`src/fbcb_defs.svh`:
```
// How it works
// RULE1: Side taps hold signed 12-bit low field
// RULE2: Centre tap is 18-bit signed in 24-bit register
// RULE3: Nine taps, fifth is the centre
// RULE4: Second set filters second converter in dual mode
// RULE5: Tap three to eight at their register locations
// RULE6: Reset clears every coefficient register fully
// RULE7: Taps one and two at 0x448, 0x44a
// RULE8: Ninth tap reads back with coefficient MSB zero
// RULE9: Output is signed sum of nine tap products
`ifndef FBCB_DEFS_SVH
`define FBCB_DEFS_SVH
// Register locations on the serial register port
`define FBCB_TAP1_ADDR 12'h448
`define FBCB_TAP2_ADDR 12'h44a
`define FBCB_TAP3_ADDR 12'h44c
`define FBCB_TAP4_ADDR 12'h44e
`define FBCB_CENTRE_ADDR 12'h450
`define FBCB_TAP6_ADDR 12'h453
`define FBCB_TAP7_ADDR 12'h455
`define FBCB_TAP8_ADDR 12'h457
`define FBCB_TAP9_ADDR 12'h459
// Field layout
`define FBCB_SIDE_MSB 11
`define FBCB_CENTRE_MSB 17
`define FBCB_RESET_VAL 24'h000000
`define FBCB_NTAPS 9
`define FBCB_CENTRE_IDX 4
`endif

```
`src/fbcb_pkg.sv`:
```
package fbcb_pkg;
   // Register image width, widest register is 24 bits
   typedef logic [23:0] fbcb_reg_t;
   // Sample and coefficient types
   typedef logic signed [11:0] fbcb_sample_t;
   typedef logic signed [17:0] fbcb_coef_t;
   typedef logic signed [35:0] fbcb_acc_t;
endpackage : fbcb_pkg

```
`src/fbcb_mac.sv`:
```
`timescale 1ns/1ps
`default_nettype none
`include "fbcb_defs.svh"
// Nine-tap signed multiply-accumulate over a sample delay line
module fbcb_mac
   import fbcb_pkg::*;
(
   input wire logic mclk,
   input wire logic rst,
   input wire logic sample_en,
   input wire fbcb_sample_t sample_in,
   input wire fbcb_coef_t coef [`FBCB_NTAPS],
   output fbcb_acc_t sum
);
   // Delay line, element 0 is newest
   fbcb_sample_t taps [`FBCB_NTAPS];
   // Shift on each sample enable
   always_ff @(posedge mclk or posedge rst) begin
      if (rst) begin
         for (int i = 0; i < `FBCB_NTAPS; i++) taps[i] <= '0;
      end else if (sample_en) begin
         taps[0] <= sample_in;
         for (int i = 1; i < `FBCB_NTAPS; i++) taps[i] <= taps[i-1];
      end
   end
   // Signed products summed combinationally
   always_comb begin
      sum = '0;
      for (int i = 0; i < `FBCB_NTAPS; i++) begin
         // Widen both factors first so the product is not cut to 18 bits
         sum = sum + fbcb_acc_t'(taps[i]) * fbcb_acc_t'(coef[i]); // RULE9
      end
   end
endmodule : fbcb_mac
`default_nettype wire

```
`src/fbcb_bank.sv`:
```
`timescale 1ns/1ps
`default_nettype none
`include "fbcb_defs.svh"
// Second filter coefficient bank with register port and filter datapath
module fbcb_bank
   import fbcb_pkg::*;
(
   input wire logic mclk,
   input wire logic rst,
   input wire logic reg_wr,
   input wire logic reg_rd,
   input wire logic [11:0] reg_addr,
   input wire logic [23:0] reg_wdata,
   output logic [23:0] reg_rdata,
   output logic reg_hit,
   input wire logic dual_mode,
   input wire logic sample_en,
   input wire fbcb_sample_t sample_in,
   output fbcb_acc_t filt_out,
   output logic filt_valid
);
   // Register images, index 0..8 is tap 1..9
   fbcb_reg_t regs [`FBCB_NTAPS];
   // Coefficients as the datapath sees them
   fbcb_coef_t coef [`FBCB_NTAPS];
   fbcb_acc_t mac_sum;

   // Address to tap index, 15 means unmapped; used by write and read
   function automatic logic [3:0] tap_of(input logic [11:0] a);
      if (a == `FBCB_TAP1_ADDR) tap_of = 4'h0; // RULE7
      else if (a == `FBCB_TAP2_ADDR) tap_of = 4'h1; // RULE7
      else if (a == `FBCB_TAP3_ADDR) tap_of = 4'h2; // RULE5
      else if (a == `FBCB_TAP4_ADDR) tap_of = 4'h3; // RULE5
      else if (a == `FBCB_CENTRE_ADDR) tap_of = 4'h4; // RULE5
      else if (a == `FBCB_TAP6_ADDR) tap_of = 4'h5; // RULE5
      else if (a == `FBCB_TAP7_ADDR) tap_of = 4'h6; // RULE5
      else if (a == `FBCB_TAP8_ADDR) tap_of = 4'h7; // RULE5
      else if (a == `FBCB_TAP9_ADDR) tap_of = 4'h8; // RULE8
      else tap_of = 4'hf;
   endfunction : tap_of

   // Register width mask: 16 bits for side taps, 24 for the centre
   function automatic fbcb_reg_t width_mask(input logic [3:0] t);
      width_mask = (t == 4'(`FBCB_CENTRE_IDX)) ? 24'hffffff : 24'h00ffff; // RULE2
   endfunction : width_mask

   // Register writes; reserved bits are writable storage too
   always_ff @(posedge mclk or posedge rst) begin
      if (rst) begin
         for (int i = 0; i < `FBCB_NTAPS; i++) regs[i] <= `FBCB_RESET_VAL; // RULE6
      end else if (reg_wr && tap_of(reg_addr) != 4'hf) begin
         regs[tap_of(reg_addr)] <= reg_wdata & width_mask(tap_of(reg_addr));
      end
   end

   // Readback, registered; ninth tap loses its coefficient MSB on read
   always_ff @(posedge mclk or posedge rst) begin
      if (rst) begin
         reg_rdata <= '0;
         reg_hit <= 1'b0;
      end else if (reg_rd) begin
         reg_hit <= (tap_of(reg_addr) != 4'hf);
         if (tap_of(reg_addr) == 4'h8) begin
            reg_rdata <= regs[8] & 24'h00f7ff; // RULE8
         end else if (tap_of(reg_addr) != 4'hf) begin
            reg_rdata <= regs[tap_of(reg_addr)];
         end else begin
            reg_rdata <= '0; // Unmapped reads zero
         end
      end
   end

   // Sign extend low fields into datapath coefficients
   generate
      for (genvar g = 0; g < `FBCB_NTAPS; g++) begin : g_coef
         if (g == `FBCB_CENTRE_IDX) begin : g_ctr
            assign coef[g] = fbcb_coef_t'(signed'(regs[g][`FBCB_CENTRE_MSB:0])); // RULE2 RULE3
         end else begin : g_side
            assign coef[g] = fbcb_coef_t'(signed'(regs[g][`FBCB_SIDE_MSB:0])); // RULE1
         end
      end
   endgenerate

   fbcb_mac u_mac (
      .mclk(mclk),
      .rst(rst),
      .sample_en(sample_en),
      .sample_in(sample_in),
      .coef(coef),
      .sum(mac_sum)
   );

   // Output only in dual channel mode, registered
   always_ff @(posedge mclk or posedge rst) begin
      if (rst) begin
         filt_out <= '0;
         filt_valid <= 1'b0;
      end else begin
         filt_valid <= sample_en && dual_mode; // RULE4
         if (dual_mode) filt_out <= mac_sum; // RULE4
         else filt_out <= '0;
      end
   end
endmodule : fbcb_bank
`default_nettype wire

```
`config.mk`:
```
export PLATFORM = sky130hd
export DESIGN_NAME = fbcb_bank
export DESIGN_NICKNAME = d
export VERILOG_FILES = /design/src/fbcb_pkg.sv /design/src/fbcb_mac.sv /design/src/fbcb_bank.sv
export VERILOG_INCLUDE_DIRS = /design/src
export SDC_FILE = /design/constraint.sdc
export NUM_CORES = 2
export LEC_CHECK = 0
export ABC_AREA = 1
export BUFFER_PORTS_ARGS = -buffer_cell sky130_fd_sc_hd__buf_4
export CAP_MARGIN = 5
export CORE_MARGIN = 2
export CORE_UTILIZATION = 67
export DETAILED_ROUTE_END_ITERATION = 7
export HOLD_SLACK_MARGIN = 0.15
export MAX_ROUTING_LAYER = met4
export PLACE_DENSITY = 0.84
export SLEW_MARGIN = 20
export SYNTH_ARGS = -nofsm -noshare
export SYNTH_HDL_FRONTEND = slang
export SYNTH_HIERARCHICAL = 1
export SYNTH_SLANG_ARGS = --single-unit
```
`constraint.sdc`:
```
create_clock -name mclk -period 11.09 [get_ports mclk]
set_clock_uncertainty 0.1 [all_clocks]
set_input_delay 1.6635 -clock mclk [delete_from_list [all_inputs] [get_ports mclk]]
set_output_delay 1.6635 -clock mclk [all_outputs]
set_load 0.1 [all_outputs]
```
==> impl_results.rst <==
.. list-table::
   :header-rows: 1

   * - Metric
     - Value
   * - Maximum single-stage delay on the critical path
     - 0.92 ns
   * - Final count of hold timing violations
     - 0
   * - Delay-heaviest family, CP
     - adder cells
   * - Wirelength, routed
     - 289000 um
   * - Clock network latency to the later pin of the worst-skew pair
     - 0.69 ns
   * - Combinational family with the most area after synthesis
     - adder cells
   * - Die outline area
     - around 0.14 mm2
   * - Area overhead of the layout relative to synthesis
     - 4.04%
   * - Post_cts resized
     - 0
   * - MaxCap Viol Count
     - 0
   * - Clock period minus worst slack
     - slightly below 10 ns
   * - Drc violations
     - 2
   * - Syn nets
     - between 10000 and 15000
   * - CTS hold repair buffers
     - 0
   * - Sink count of the clock tree
     - 378
   * - Synth Cell Area
     - roughly 0.090 mm2
   * - Kind of critical path
     - reg -> reg
   * - Port Buf Inserts
     - 115
   * - Synth area leader
     - fa_1
   * - Post-synthesis simple-gate area fraction
     - 0.135
   * - Setup repair after global routing missed its margin
     - false
   * - Number of buffers created by CTS
     - 48
   * - Initial DRC count
     - ~8500
   * - Worst EP required
     - between 10 and 15 ns
   * - Largest net degree at the start of global routing
     - between 150 and 200
   * - Run status
     - complete, but fails checks
   * - Synthesized area divided by synthesized cell count
     - between 8 and 9 um2
   * - Ys flop type
     - dfrtp_1
   * - Number of ports placed on the die boundary
     - roughly 120
   * - Slowest cell on the critical path
     - dfrtp_2
   * - Clock tree root buffer cell
     - clkbuf_16
   * - Die height
     - about 370 um
   * - Fill cells
     - around 10000
   * - Violations in the final reports
     - DRC
   * - Number of antenna violations at the first check in global routing
     - 10
   * - Maximum level of the CTS H-tree
     - 2
   * - GR Util All Layers
     - 0.450
   * - Share of async-settable or async-resettable flops after synthesis
     - 1.00
   * - CP Max Fanout
     - 50
   * - Per-cell via count in the routed design
     - ~5.6
   * - RePlAce Congestion
     - roughly 1.1
   * - Headroom to the max-slew limit
     - 0.199
   * - Total number of vias
     - between 60000 and 70000
   * - Share of post-route cells with drive strength above 1
     - 0.0417
   * - Critical path buffer and inverter count
     - 8
   * - Cell with the most instances on the worst path
     - fa_1
   * - Final period util
     - 0.880
   * - Path class of the lowest-slack min-delay path
     - reg -> reg
   * - Post-synth top area share
     - 0.516
   * - Slew at the pin with the worst max-slew slack
     - approximately 1.2 ns
   * - Net count reported at finish
     - roughly 13000
   * - Type of element launching the critical path
     - register
   * - Number of nets still failing antenna checks after routing
     - 0
   * - Reg clk slew, reported paths
     - ~0.08 ns
   * - Peak clock frequency supported by timing
     - a little over 100 MHz
   * - Setup TNS
     - 0 ns
   * - Initial standard-cell utilization of the core
     - 0.676
   * - GRT overflow
     - 0
   * - Synth top area cells
     - fa_1 52%, inv_1 15%, nand2_1 11%, dfrtp_1 10%, ha_1 4.7%
   * - Most frequent cell after synthesis
     - inv_1
   * - Count of TritonRoute iterations in the first routing pass
     - 8
   * - Gate count of the mapped netlist
     - ~11000
   * - Syn. warnings
     - 6
   * - Die X
     - 372 um
   * - Worst Path Arrival
     - 10.24 ns
   * - Floorplan row count
     - between 100 and 150
   * - Adder-cell area share of the yosys netlist
     - 0.563
   * - Setup Fix Bufs, Post-CTS
     - 0
   * - Count of flip-flops with a built-in enable after synthesis
     - 0
   * - Register area share after synthesis
     - 0.105
   * - Synthesis-stage register bit count
     - approximately 380
   * - Count of final setup violators
     - 0
   * - Mean routed wirelength per cell
     - ~23 um
   * - Synthesized-area fraction occupied by ao, oa, aoi and oai cells
     - 0.0209
   * - Endpoint class of the critical path
     - register
   * - Slew Limit Fails
     - 0
   * - Estimated wirelength of the detail-placed design
     - ~240000 um
   * - Vias in the first global route
     - approximately 73000
   * - Number of distinct standard cells referenced by the synthesized netlist
     - between 40 and 50
   * - Xor and xnor fraction of the mapped netlist area
     - 0.00194
   * - Synth cell count leaders
     - 3684 x inv_1, 2588 x nand2_1, 2332 x fa_1, 382 x clkbuf_1, 378 x dfrtp_1
   * - Maximum clock insertion buffer count
     - 3
   * - Global-route wire length before repair
     - around 440000 um
   * - Core outline area
     - about 0.13 mm2
   * - TritonCTS clock tree
     - built
   * - Share of synthesized area spent on multiplexers
     - 0.00137
[kinds of logic (layout without fill, tap and decap cells)]
kind of cell	after synthesis	after routing
buffers and inverters	4164	3984
and+or+nand+nor	3082	3082
adders and majority gates	2670	2670
DFF	378	378
AOI/OAI and AO/OA	369	369
xor gates and xnor gates	20	20
muxes	11	11
other	0	9
[worst paths after layout]
check / from / to / slack (ns) / depth (start not counted)
worst max-delay path: coef[47] / filt_out[18] / 1.33 / 28
worst min-delay path: regs[88] / regs[88] / 0.36 / 2
worst max register to register: coef[47] / filt_out[18] / 1.33 / 28
worst min register to register: regs[88] / regs[88] / 0.36 / 2
max in group asynchronous: rst / regs[157] / 8.21 / 3
min in group asynchronous: rst / u_mac/taps[105] / 1.10 / 2
[metrics by stage]
step / utilization / setup WS, ns / std cells / hold slack, ns / area, um2
2_1_floorplan: - / 1.89 / 10700 / 0.327 / 90500
3_3_place_gp: 0.691 / 1.57 / 12200 / 0.340 / 92400
3_5_place_dp: 0.691 / 1.46 / 12200 / 0.344 / 92400
4_1_cts: 0.703 / 1.41 / 12300 / 0.361 / 94100
5_1_grt: 0.704 / 0.966 / 12300 / 0.376 / 94100
6_report: 0.704 / 1.33 / 12300 / 0.362 / 94100
[worst register-to-register path: cells and delay by family, from the launching register on]
kind                     cells  cell delay [ns]
flip-flops                   1             0.92
buffers and inverters        8             1.02
AND/OR/NAND/NOR              7             0.94
adder cells (fa/ha/maj)     12             6.47
XOR/XNOR                     1             0.21
[state kept, by name, indices dropped and copies added, names as in the netlist]
signal,flops
coef,114
filt_out,36
filt_valid,1
reg_hit,1
reg_rdata,24
regs,94
u_mac/taps,108
[cells in the final DEF, fill, tap and decap left out, drive strengths merged, types with 5 or more instances in the layout]
cell         n
dfrtp      378
nor3         9
xor2        17
buf        200
o21ai      290
or2         79
nor2       228
diode        9
nand3      126
clkbuf      58
o21bai       5
a21oi       70
ha         338
mux2        11
nand3b      23
fa        2332
nand4        9
clkinv      17
nand2     2601
clkinvlp     6
inv       3699
[routing by layer]
layer,wire length [um],part of all wire,vias to the layer above,global-route usage
li1,-,-,28500,-
met1,104000,0.36,34500,0.587
met2,125000,0.43,4585,0.643
met3,39300,0.14,1003,0.135
met4,19900,0.069,0,0.233
met5,0,0,-,-
[layout make-up]
| cell class | count | area, um2 | area share |
|---|---|---|---|
| Tap cell | 1768 | 2210 | 0.0235 |
| Clock inverter | 32 | 394 | 0.00419 |
| Multi-Input combinational cell | 6152 | 65300 | 0.694 |
| Antenna cell | 9 | 22.5 | 0.000239 |
| Inverter | 3694 | 13900 | 0.147 |
| Timing Repair Buffer | 200 | 1520 | 0.0161 |
| Sequential cell | 378 | 9470 | 0.101 |
| Clock buffer | 58 | 1320 | 0.0140 |
Power is not shown: default switching activity piles up to over one toggle a cycle in this logic, so the estimate is an artifact.
